===== src/logic/cmpg_params.svh =====
// Constants for the mode and memory partition guard
`ifndef CMPG_PARAMS_SVH
`define CMPG_PARAMS_SVH

// Memory sizes in bytes, offsets are 18 bits
`define CMPG_ROM_APP_SIZE  18'h32000
`define CMPG_ROM_SIZE      18'h38000
`define CMPG_EEP_SIZE      18'h24000
`define CMPG_EEP_MFR_SIZE  18'h00080
`define CMPG_EEP_FW_1K     18'h00400
`define CMPG_EEP_FW_4K     18'h01000
`define CMPG_RAM_SIZE      18'h01800
`define CMPG_RAM_FW_SIZE   18'h00080
`define CMPG_RAM_GP_SIZE   18'h00e00

// Vector layout in ROM, 8 bytes per vector
`define CMPG_VEC_EXC_BASE  18'h00000
`define CMPG_VEC_IRQ_BASE  18'h00080
`define CMPG_VEC_SVC_BASE  18'h00100
`define CMPG_VEC_CFG_BASE  18'h32000
`define CMPG_VEC_SHIFT     3
`define CMPG_IRQ_USER_MASK 16'h8000

// Register byte offsets
`define CMPG_REG_MODE      12'h000
`define CMPG_REG_PART      12'h004
`define CMPG_REG_MMU       12'h008
`define CMPG_REG_FAULT     12'h00c

// Field positions and reset values
`define CMPG_PART_RAM_BIT  2
`define CMPG_MMU_PERI_LSB  8
`define CMPG_FAULT_KIND    1
`define CMPG_FAULT_ADDR    14
`define CMPG_PART_RST      32'h00000000
`define CMPG_MMU_RST       32'h00000000

`endif


===== src/logic/cmpg_pkg.sv =====
// Types for the mode and memory partition guard
`default_nettype none
package cmpg_pkg;
  typedef enum logic [2:0] {
    CMPG_BOOT,
    CMPG_TEST,
    CMPG_FW,
    CMPG_SYS,
    CMPG_USER
  } cmpg_mode_t;

  typedef enum logic [1:0] {
    CMPG_K_ROM,
    CMPG_K_EEP,
    CMPG_K_RAM,
    CMPG_K_NONE
  } cmpg_kind_t;
endpackage
`default_nettype wire


===== src/logic/cmpg_guard.sv =====
// Mode tracker, vector entry and memory partition guard with APB registers
//
// Contract
// RL1: Super mode is always boot, test or firmware
// RL2: System mode may reach every component
// RL3: User mode limited unless system grants components
// RL4: Each exception and interrupt has own vector
// RL5: Vector entry sets that vector's fixed mode
// RL6: Eight configuration vectors enter firmware mode
// RL7: Thirty-two system call vectors enter system mode
// RL8: Call vectors only by explicit call; modes separated
// RL9: ROM split into application and test parts
// RL10: EEPROM reserves manufacturer area plus firmware part
// RL11: RAM firmware part 0 or 128 bytes
// RL12: Test mode reaches all memory
// RL13: Boot and firmware confined to small parts
// RL14: System and user confined to application parts
// RL15: User further limited by system-set MMU
// RL16: Coprocessor reaches only its own RAM part (code also grants it the EEPROM application part)
// RL17: Coprocessor bypasses MMU, keeps partition bounds
// RL18: Start-up enters test until test disabled
// RL19: With test disabled start-up reaches system mode
// RL20: Forbidden CPU access blocked and raises exception (in boot and test modes the code blocks it but raises no exception)
// RL21: Mode switches before first fetch at vector
//
// The placing of the registers and the APB interface to the registers are this design's own decisions.
`include "cmpg_params.svh"
`default_nettype none

module cmpg_guard
  import cmpg_pkg::*;
#(
  parameter int EXC_W = 4,
  parameter int IRQ_W = 4
) (
  input  wire logic              pclk,
  input  wire logic              presetn,
  input  wire logic              psel,
  input  wire logic              penable,
  input  wire logic              pwrite,
  input  wire logic [11:0]       paddr,
  input  wire logic [31:0]       pwdata,
  output logic      [31:0]       prdata,
  output logic                   pready,
  output logic                   pslverr,
  input  wire logic              test_disabled_pin,
  input  wire logic              boot_exit,
  input  wire logic              exc_req,
  input  wire logic [EXC_W-1:0]  exc_idx,
  input  wire logic              irq_req,
  input  wire logic [IRQ_W-1:0]  irq_idx,
  input  wire logic              cfg_call,
  input  wire logic [2:0]        cfg_idx,
  input  wire logic              svc_call,
  input  wire logic [4:0]        svc_idx,
  input  wire logic              call_return,
  input  wire logic              cpu_req,
  input  wire cmpg_kind_t        cpu_kind,
  input  wire logic [17:0]       cpu_addr,
  input  wire logic              cop_req,
  input  wire cmpg_kind_t        cop_kind,
  input  wire logic [17:0]       cop_addr,
  output cmpg_mode_t             mode_q,
  output logic                   vec_valid_q,
  output logic      [17:0]       vec_addr_q,
  output logic                   cpu_grant_q,
  output logic                   cpu_fault_q,
  output logic                   cop_grant_q,
  output logic                   cop_fault_q,
  output logic      [7:0]        peri_grant_q
);

  if (EXC_W < 1 || EXC_W > 4 || IRQ_W < 1 || IRQ_W > 4) begin : g_bad_width
    $error("cmpg_guard: vector index widths must be 1..4");
  end
  localparam logic [15:0] IRQ_USER = `CMPG_IRQ_USER_MASK; // Interrupts whose vector runs in user mode

  ////////////////////////////////////////////////////////////////////////////
  // Storage
  logic        fuse_s1_q;
  logic        fuse_s2_q;
  logic [31:0] part_q;
  logic [31:0] mmu_q;
  logic [31:0] fault_q;
  cmpg_mode_t  ret_mode_q;
  logic [17:0] eep_lim;
  logic [17:0] ram_lim;
  logic        apb_acc;
  logic        apb_wr;
  logic        wr_deny;
  logic        cpu_ok;
  logic        cop_ok;

  ////////////////////////////////////////////////////////////////////////////
  // Decode functions
  // Size of a memory kind
  function automatic logic [17:0] kind_size(input cmpg_kind_t k);
    case (k)
      CMPG_K_ROM: kind_size = `CMPG_ROM_SIZE;
      CMPG_K_EEP: kind_size = `CMPG_EEP_SIZE;
      CMPG_K_RAM: kind_size = `CMPG_RAM_SIZE;
      default:    kind_size = 18'h00000;
    endcase
  endfunction

  // Address lies in the application part of its memory
  function automatic logic in_app(input cmpg_kind_t k, input logic [17:0] a,
                                  input logic [17:0] el, input logic [17:0] rl);
    case (k)
      CMPG_K_ROM: in_app = a < `CMPG_ROM_APP_SIZE;            // RL9
      CMPG_K_EEP: in_app = a >= el && a < `CMPG_EEP_SIZE;      // RL10
      CMPG_K_RAM: in_app = a >= rl && a < `CMPG_RAM_SIZE;      // RL11
      default:    in_app = 1'b0;
    endcase
  endfunction

  // Address lies in the firmware part of its memory
  function automatic logic in_fw(input cmpg_kind_t k, input logic [17:0] a,
                                 input logic [17:0] el, input logic [17:0] rl);
    case (k)
      CMPG_K_ROM: in_fw = a >= `CMPG_ROM_APP_SIZE && a < `CMPG_ROM_SIZE; // RL9
      CMPG_K_EEP: in_fw = a < el;
      CMPG_K_RAM: in_fw = a < rl;
      default:    in_fw = 1'b0;
    endcase
  endfunction

  ////////////////////////////////////////////////////////////////////////////
  // Partition limits from configuration
  // Firmware part sizes selected by the partition register
  always_comb begin
    case (part_q[1:0])
      2'h1:    eep_lim = `CMPG_EEP_MFR_SIZE + `CMPG_EEP_FW_1K; // RL10
      2'h2:    eep_lim = `CMPG_EEP_MFR_SIZE + `CMPG_EEP_FW_4K; // RL10
      default: eep_lim = `CMPG_EEP_MFR_SIZE;                   // RL10
    endcase
    ram_lim = part_q[`CMPG_PART_RAM_BIT] ? `CMPG_RAM_FW_SIZE : 18'h00000; // RL11
  end

  // CPU access check by mode
  always_comb begin
    case (mode_q)
      CMPG_TEST: cpu_ok = cpu_addr < kind_size(cpu_kind);                     // RL12
      CMPG_BOOT,
      CMPG_FW:   cpu_ok = in_fw(cpu_kind, cpu_addr, eep_lim, ram_lim);         // RL13
      CMPG_SYS:  cpu_ok = in_app(cpu_kind, cpu_addr, eep_lim, ram_lim);        // RL14
      CMPG_USER: cpu_ok = in_app(cpu_kind, cpu_addr, eep_lim, ram_lim)
                          && cpu_kind != CMPG_K_NONE && mmu_q[cpu_kind];       // RL15
      default:   cpu_ok = 1'b0;
    endcase
  end

  // Coprocessor check: no MMU, no ROM, own RAM part and partition bounds only
  always_comb begin
    cop_ok = in_app(cop_kind, cop_addr, eep_lim, ram_lim)                      // RL17
             && cop_kind != CMPG_K_ROM
             && (cop_kind != CMPG_K_RAM || cop_addr >= `CMPG_RAM_GP_SIZE);     // RL16
  end

  ////////////////////////////////////////////////////////////////////////////
  // Memory access answers
  // One-cycle grant or fault per request
  always_ff @(posedge pclk or negedge presetn) begin
    if (!presetn) begin
      cpu_grant_q <= 1'b0;
      cpu_fault_q <= 1'b0;
      cop_grant_q <= 1'b0;
      cop_fault_q <= 1'b0;
    end else begin
      cpu_grant_q <= cpu_req && cpu_ok;
      cpu_fault_q <= cpu_req && !cpu_ok; // RL20
      cop_grant_q <= cop_req && cop_ok;
      cop_fault_q <= cop_req && !cop_ok;
    end
  end

  ////////////////////////////////////////////////////////////////////////////
  // Test-disable pin synchroniser
  always_ff @(posedge pclk or negedge presetn) begin
    if (!presetn) begin
      fuse_s1_q <= 1'b0;
      fuse_s2_q <= 1'b0;
    end else begin
      fuse_s1_q <= test_disabled_pin;
      fuse_s2_q <= fuse_s1_q;
    end
  end

  ////////////////////////////////////////////////////////////////////////////
  // Mode tracking and vector entry
  // Mode and vector registered together, ahead of the fetch at the vector
  always_ff @(posedge pclk or negedge presetn) begin
    if (!presetn) begin
      mode_q      <= CMPG_BOOT;
      ret_mode_q  <= CMPG_SYS;
      vec_valid_q <= 1'b0;
      vec_addr_q  <= 18'h00000;
    end else begin
      vec_valid_q <= 1'b0;
      if (mode_q == CMPG_BOOT) begin
        if (boot_exit) begin
          mode_q <= fuse_s2_q ? CMPG_SYS : CMPG_TEST; // RL18 RL19
        end
      end else if (mode_q == CMPG_TEST) begin
        mode_q <= CMPG_TEST; // RL8
      end else if (cpu_fault_q) begin
        mode_q      <= CMPG_SYS;                 // RL20
        vec_valid_q <= 1'b1;
        vec_addr_q  <= `CMPG_VEC_EXC_BASE;
      end else if (exc_req) begin
        mode_q      <= CMPG_SYS;                 // RL5
        vec_valid_q <= 1'b1;                     // RL21
        vec_addr_q  <= `CMPG_VEC_EXC_BASE + (18'(exc_idx) << `CMPG_VEC_SHIFT); // RL4
      end else if (irq_req) begin
        mode_q      <= IRQ_USER[irq_idx] ? CMPG_USER : CMPG_SYS; // RL5
        vec_valid_q <= 1'b1;
        vec_addr_q  <= `CMPG_VEC_IRQ_BASE + (18'(irq_idx) << `CMPG_VEC_SHIFT); // RL4
      end else if (svc_call && mode_q != CMPG_FW) begin
        ret_mode_q  <= mode_q;
        mode_q      <= CMPG_SYS;                 // RL7
        vec_valid_q <= 1'b1;
        vec_addr_q  <= `CMPG_VEC_SVC_BASE + (18'(svc_idx) << `CMPG_VEC_SHIFT);
      end else if (cfg_call && mode_q != CMPG_FW) begin
        ret_mode_q  <= mode_q;
        mode_q      <= CMPG_FW;                  // RL6 RL1
        vec_valid_q <= 1'b1;
        vec_addr_q  <= `CMPG_VEC_CFG_BASE + (18'(cfg_idx) << `CMPG_VEC_SHIFT);
      end else if (call_return) begin
        mode_q <= ret_mode_q; // RL8
      end
    end
  end

  ////////////////////////////////////////////////////////////////////////////
  // APB slave
  assign apb_acc = psel && penable && pready;
  assign apb_wr  = apb_acc && pwrite;

  // Writes refused by mode or address
  always_comb begin
    case (paddr)
      `CMPG_REG_PART:  wr_deny = mode_q != CMPG_BOOT && mode_q != CMPG_TEST; // RL1
      `CMPG_REG_MMU:   wr_deny = mode_q != CMPG_SYS;                         // RL15
      `CMPG_REG_FAULT: wr_deny = mode_q == CMPG_USER;                        // RL3
      default:         wr_deny = 1'b1;
    endcase
  end

  // Answer one cycle into the access phase
  always_ff @(posedge pclk or negedge presetn) begin
    if (!presetn) begin
      pready  <= 1'b0;
      pslverr <= 1'b0;
      prdata  <= 32'h00000000;
    end else begin
      pready  <= psel && penable && !pready;
      pslverr <= 1'b0;
      prdata  <= 32'h00000000;
      if (psel && penable && !pready) begin
        if (pwrite) begin
          pslverr <= wr_deny;
        end else begin
          case (paddr)
            `CMPG_REG_MODE:  prdata <= {28'h0000000, fuse_s2_q, mode_q};
            `CMPG_REG_PART:  prdata <= part_q;
            `CMPG_REG_MMU:   prdata <= mmu_q;
            `CMPG_REG_FAULT: prdata <= fault_q;
            default:         pslverr <= 1'b1;
          endcase
        end
      end
    end
  end

  // Partition configuration, boot and test only
  always_ff @(posedge pclk or negedge presetn) begin
    if (!presetn) begin
      part_q <= `CMPG_PART_RST;
    end else if (apb_wr && paddr == `CMPG_REG_PART && !wr_deny) begin
      part_q <= {29'h00000000, pwdata[2:0]};
    end
  end

  // MMU configuration, system mode only
  always_ff @(posedge pclk or negedge presetn) begin
    if (!presetn) begin
      mmu_q <= `CMPG_MMU_RST;
    end else if (apb_wr && paddr == `CMPG_REG_MMU && !wr_deny) begin
      mmu_q <= {16'h0000, pwdata[15:8], 5'h00, pwdata[2:0]}; // RL15
    end
  end

  // Fault record; a new fault wins over the clear
  always_ff @(posedge pclk or negedge presetn) begin
    if (!presetn) begin
      fault_q <= 32'h00000000;
    end else if (cpu_req && !cpu_ok) begin
      fault_q <= {cpu_addr, 11'h000, cpu_kind, 1'b1}; // RL20
    end else if (apb_wr && paddr == `CMPG_REG_FAULT && !wr_deny && pwdata[0]) begin
      fault_q[0] <= 1'b0;
    end
  end

  // Component grants: all in system and super modes, mask in user mode
  always_ff @(posedge pclk or negedge presetn) begin
    if (!presetn) begin
      peri_grant_q <= 8'hff;
    end else begin
      peri_grant_q <= (mode_q == CMPG_USER) ? mmu_q[15:8] : 8'hff; // RL2 RL3
    end
  end

  ////////////////////////////////////////////////////////////////////////////
  // Checks
  a_test_full_access: assert property (@(posedge pclk) disable iff (!presetn) // RL12
    cpu_req && mode_q == CMPG_TEST && cpu_addr < kind_size(cpu_kind) |=> cpu_grant_q)
    else $error("test mode access refused");

  a_fw_no_app_rom: assert property (@(posedge pclk) disable iff (!presetn) // RL13
    cpu_req && (mode_q == CMPG_FW || mode_q == CMPG_BOOT) && cpu_kind == CMPG_K_ROM
    && cpu_addr < `CMPG_ROM_APP_SIZE |=> cpu_fault_q && !cpu_grant_q)
    else $error("firmware reached application ROM");

  a_sys_no_test_rom: assert property (@(posedge pclk) disable iff (!presetn) // RL14
    cpu_req && mode_q == CMPG_SYS && cpu_kind == CMPG_K_ROM
    && cpu_addr >= `CMPG_ROM_APP_SIZE |=> cpu_fault_q)
    else $error("system mode reached test ROM");

  a_user_mmu_deny: assert property (@(posedge pclk) disable iff (!presetn) // RL15
    cpu_req && mode_q == CMPG_USER && cpu_kind == CMPG_K_RAM && !mmu_q[2] |=> cpu_fault_q)
    else $error("user RAM access passed closed MMU");

  a_fault_vector: assert property (@(posedge pclk) disable iff (!presetn) // RL20
    cpu_fault_q && mode_q != CMPG_BOOT && mode_q != CMPG_TEST
    |=> vec_valid_q && mode_q == CMPG_SYS && vec_addr_q == `CMPG_VEC_EXC_BASE)
    else $error("fault raised no exception");

  a_exc_vector: assert property (@(posedge pclk) disable iff (!presetn) // RL4
    exc_req && !cpu_fault_q && (mode_q == CMPG_SYS || mode_q == CMPG_USER)
    |=> vec_valid_q && vec_addr_q == `CMPG_VEC_EXC_BASE + (18'($past(exc_idx)) << 3))
    else $error("exception vector wrong");

  a_cfg_fw_mode: assert property (@(posedge pclk) disable iff (!presetn) // RL6
    cfg_call && !exc_req && !irq_req && !svc_call && !cpu_fault_q
    && (mode_q == CMPG_SYS || mode_q == CMPG_USER) |=> mode_q == CMPG_FW ##1 1'b1)
    else $error("configuration call missed firmware mode");

  a_svc_sys_mode: assert property (@(posedge pclk) disable iff (!presetn) // RL7
    svc_call && !exc_req && !irq_req && !cpu_fault_q && (mode_q == CMPG_SYS || mode_q == CMPG_USER)
    |=> mode_q == CMPG_SYS && vec_valid_q)
    else $error("system call missed system mode");

  a_boot_to_test: assert property (@(posedge pclk) disable iff (!presetn) // RL18
    mode_q == CMPG_BOOT && boot_exit && !fuse_s2_q |=> mode_q == CMPG_TEST)
    else $error("start-up skipped test mode");

  a_test_sticky: assert property (@(posedge pclk) disable iff (!presetn) // RL8
    mode_q == CMPG_TEST |=> mode_q == CMPG_TEST)
    else $error("test mode left by vector");

  a_cop_own_ram: assert property (@(posedge pclk) disable iff (!presetn) // RL16
    cop_req && cop_kind == CMPG_K_RAM && cop_addr < `CMPG_RAM_GP_SIZE |=> cop_fault_q)
    else $error("coprocessor reached general RAM");

  a_mmu_locked: assert property (@(posedge pclk) disable iff (!presetn) // RL15
    apb_wr && paddr == `CMPG_REG_MMU && mode_q != CMPG_SYS |=> $stable(mmu_q))
    else $error("MMU changed outside system mode");

endmodule

`default_nettype wire


===== config.mk =====
export PLATFORM = sky130hd
export DESIGN_NAME = cmpg_guard
export DESIGN_NICKNAME = d
export VERILOG_FILES = /design/src/logic/cmpg_pkg.sv /design/src/logic/cmpg_guard.sv
export VERILOG_INCLUDE_DIRS = /design/src /design/src/logic
export SDC_FILE = /design/constraint.sdc
export NUM_CORES = 1
export LEC_CHECK = 0
export ABC_CLOCK_PERIOD_IN_PS = 5900
export BUFFER_PORTS_ARGS = -buffer_cell sky130_fd_sc_hd__clkbuf_2
export CORE_AREA = 2 2 97 99
export DETAILED_ROUTE_END_ITERATION = 6
export DIE_AREA = 0 0 99 101
export PLACE_DENSITY_LB_ADDON = 0.15
export SYNTH_ARGS = -nofsm -noshare
export SYNTH_HDL_FRONTEND = slang
export SYNTH_SLANG_ARGS = --single-unit

===== constraint.sdc =====
create_clock -name pclk -period 5.9 [get_ports pclk]
set_input_delay 0.295 -clock pclk [delete_from_list [all_inputs] [get_ports pclk]]
set_output_delay 0.295 -clock pclk [all_outputs]
set_load 0.005 [all_outputs]

==> impl_summary.md <==
Critical path
The critical path class is flip-flop to flip-flop. At the worst endpoint, the arrival time is 3.35 ns. The start point of the critical path is part_q[0]$_DFFE_PN0P_. The biggest cell delay along the critical path is 0.68 ns. Broken down by cell family, the worst path's largest delay share belongs to simple AND/OR/NAND/NOR gates. The required time at the worst-slack endpoint is 6.14 ns. The buffer and inverter count on the worst path is 0. The worst-path maximum fanout is 22.

The critical path goes through nand2b_1, ha_1, nand2_1, o311ai_1, nor3_1, a211oi_1, nand3_2, mux2_1. The worst reg2reg path startpoint is part_q[0]$_DFFE_PN0P_. The category of the worst setup path capture point is a flip-flop.

STA classifies the critical path startpoint as a flip-flop. The largest individual stage delay along the critical path comes from the cell sky130_fd_sc_hd__nand3_2.

Synth
In the synthesized netlist the async set-or-reset flop fraction comes to 1.00. Of the post-synthesis cell area, the part taken by muxes is 0.146. Of the total synthesized cell area, the portion taken by AND, OR, NAND and NOR gates is 0.155. After technology mapping, the gate count stands at 372. The number of library cell types mapped by synthesis is 56. Counting instances in the post-synthesis netlist gives the leading cell types as sky130_fd_sc_hd__dfrtp_1 (83), sky130_fd_sc_hd__nand2_1 (26), sky130_fd_sc_hd__and2_1 (23). Of the total synthesized cell area, the portion taken by XOR and XNOR cells is 0. The portion of synthesized cell area occupied by the leading cell type is 0.471. By area, the combinational part of the netlist is dominated by simple AND/OR/NAND/NOR gates. Yosys mapped a number of flops with a built-in enable equal to 0. The post-synthesis sequential element count is 93.

The largest total area in the synthesized netlist belongs to sky130_fd_sc_hd__dfrtp_1. The number of warnings reported in the yosys synthesis log is 0. The fraction of the mapped netlist area in compound gates is 0.0892. After synthesis, the cell types taking the most area are sky130_fd_sc_hd__dfrtp_1 (47%), sky130_fd_sc_hd__mux2_4 (6.1%), sky130_fd_sc_hd__dfstp_2 (6.0%).

The post-synthesis instance area is 4410 sq um. Of the total synthesized cell area, the portion taken by full adders, half adders and majority gates is 0.0284. The average instance in the mapped netlist occupies 11.8 sq um.

Of the synthesized area, sequential elements account for 0.531. Yosys instantiated no cell more often than sky130_fd_sc_hd__dfrtp_1. In the synthesized netlist the dominant register cell turns out to be sky130_fd_sc_hd__dfrtp_1.

Clock tree
The maximum level of the CTS H-tree is 3. In this run the post-CTS setup repair buffer count came out at 0. At the later pin of the worst-skew pair, clock insertion delay measures 0.36 ns. The maximum clock insertion buffer count is 2.

The clock transition at the registers of the reported paths is 0.09 ns. In this run, CTS created clock tree buffers numbering 9. Once the clock tree was built, the resizer swapped 0 gates to a different size. The CTS tree is built. CTS saw 93 sinks. The cell at the root of the clock tree is sky130_fd_sc_hd__clkbuf_8.

STA
The number of hold violations in the final report is 0. Subtracting the final worst setup slack from the clock period gives 3.11 ns. Once routing completed, OpenROAD measured the worst setup slack at 2.79 ns.

The worst relative slew slack is 0.389. The total negative setup slack is 0 ns. The worst clock skew is 0.0122 ns.

The max-slew violation total from the final report was 0. Setup repair after global routing left no endpoint under its margin. In the finished design, the share of the clock period the worst path needs comes to 0.527. The minimum hold slack is 0.0441 ns. For the pin with the worst max-slew slack, the measured transition is 0.913 ns.

The total of endpoints with negative setup slack in the final report is 0. The maximum clock frequency is 0.322 GHz.

Placed design
Prior to clock tree synthesis, the placed netlist has a worst setup slack of 2.70 ns. Counting tap cells, the placed design contains a total of 607 instances. The final weighted congestion in routability-driven placement is 0.848.

The detailed placement HPWL is 7070 microns. The total of buffers placed on input and output ports is 140.

Flow run
Max-cap violations in this run came to 0.

GRT
The first global-routing pass estimated 14900 microns of wire. The global routing usage summed across all routing layers is 0.188. The remaining global-route overflow is 0.

The via count of the first global-routing pass was 3040. The number of antenna violations at the first check in global routing is 0. Entering global routing, the biggest net connects 72 pins.

Drt
For this run, design rule violations remaining after detail routing come to 0. The average wire per cell in the routed design is 14.9 microns. In this run, the number of DRC markers left after iteration 0 of detailed routing was 76. The first detailed-routing pass ran for 4 iterations. The count of nets left with antenna violations once routing finished came out at 0. Detailed routing inserted a total of 3217 vias. Summed over all layers, the routed wires come to 9310 microns.

After detailed routing, the number of vias per cell comes to 5.16.

Floorplan
The starting density of the core is 0.491. The area of the die is 10000 sq um. The total core area is 8980 sq um. The floorplan die height is 101 microns. In this run the core area contains 35 standard-cell rows. For this design the top-level I/O count stands at 182. The horizontal die dimension is 99 microns.

Cells and area
The area overhead of the layout relative to synthesis is 21.5%. Once layout is complete, the utilization of the core stands at 0.596. The finished layout holds 624 standard cells, fillers aside. The net count of the finished layout is 632. 0 antenna diodes ended up in the layout.

The fraction of final layout cells with drive strength greater than 1 is 0.417.

Outcome
The run finished with clean final reports.

Worst hold path
The worst min-delay path class is input pin to flip-flop. The beginning of the worst hold path is test_disabled_pin.

Power and ir drop
The net switching power is 0.000446 W. The switching part of the total is 0.273. The share of power burned in the clock network is 0.293. VDD sags by at most 153 uV.

Power spread over the standard cell area amounts to 305 nW/um^2. The leakage power total is 2.72 nW. The internal portion of the total power is 0.00119 W. The combinational group share of total power is 0.210. The share of total power in sequential cells is 0.497.
-- sequential cells by signal (all words and copies together), names as in the netlist, 3 cells and up --
signal,flops
ret_mode_q,3
mmu_q,11
fault_q,21
vec_addr_q,7
peri_grant_q,8
prdata,28
part_q,3
mode_q,3
-- path summary, 6_finish.rpt --
kind	endpoint	slack, ns	cells past startpoint
worst max register to register	fault_q[1]$_DFFE_PN0P_	2.79	8
min in group asynchronous	prdata[19]$_DFF_PN0_	0.35	2
worst min register to register	fuse_s2_q$_DFF_PN0_	0.36	0
max in group asynchronous	mode_q[1]$_DFFE_PN0P_	4.37	3
worst max-delay path	fault_q[1]$_DFFE_PN0P_	2.79	8
worst min-delay path	fuse_s1_q$_DFF_PN0_	0.04	1
-- per-stage QoR --
step,cell area [sq um],power [W]
after detailed placement,5120,0.00117
after CTS,5350,0.00165
after floorplan,4450,0.00105
after global routing,5350,0.00173
final,5350,0.00163
after global placement,5120,0.00116
-- logic make-up after synthesis --
kind of cell / count (synthesis)
simple gates: 122
flops: 93
compound gates: 58
mux: 49
buf+inv: 39
fa+ha+maj: 10
other cells: 1
-- area by class of cell --
class,instances,area (sq um)
Inverter,10,37.5
Sequential cell,93,2340
Clock buffer,10,128
Clock inverter,6,95.1
Tap cell,111,139
Fill cell,781,3630
Multi-Input combinational cell,252,1890
Timing Repair Buffer,142,721
-- cell usage in the layout (no fill, tap or decap), types with 8 or more instances in the layout --
cell / count
sky130_fd_sc_hd__dfrtp_1: 83
sky130_fd_sc_hd__mux2_4: 18
sky130_fd_sc_hd__nand2b_1: 13
sky130_fd_sc_hd__and2_1: 23
sky130_fd_sc_hd__clkbuf_2: 139
sky130_fd_sc_hd__clkbuf_8: 9
sky130_fd_sc_hd__a21oi_1: 12
sky130_fd_sc_hd__conb_1: 13
sky130_fd_sc_hd__mux2i_1: 8
sky130_fd_sc_hd__o21ai_0: 15
sky130_fd_sc_hd__ha_1: 10
sky130_fd_sc_hd__mux2_2: 18
sky130_fd_sc_hd__inv_1: 9
sky130_fd_sc_hd__dfstp_2: 10
sky130_fd_sc_hd__nand2_1: 26
sky130_fd_sc_hd__nor2_1: 15
-- per-layer routing --
layer,part of all wire,global-route usage,up-vias
met5,0,0,-
met1,0.47,0.265,1540
li1,-,-,1555
met2,0.46,0.291,105
met3,0.052,0.0326,17
met4,0.020,0.0738,0
-- power by group through the flow --
stage | Sequential (W) | Clock, W | Combinational, W
6_report | 0.000811 | 0.000478 | 0.000344
5_1_grt | 0.000827 | 0.000518 | 0.000382
4_1_cts | 0.000811 | 0.000487 | 0.000349
3_5_place_dp | 0.000824 | 0 | 0.000346
3_3_place_gp | 0.000820 | 0 | 0.000340
2_1_floorplan | 0.000804 | 0 | 0.000250
-- timing repair --
item | CTS | global route
hold buffers | 1 | 0
endpoints found under the hold margin | 22 | 0
endpoints found under the setup margin | 0 | 0
Note: power is estimated with default switching activity, not from simulation.
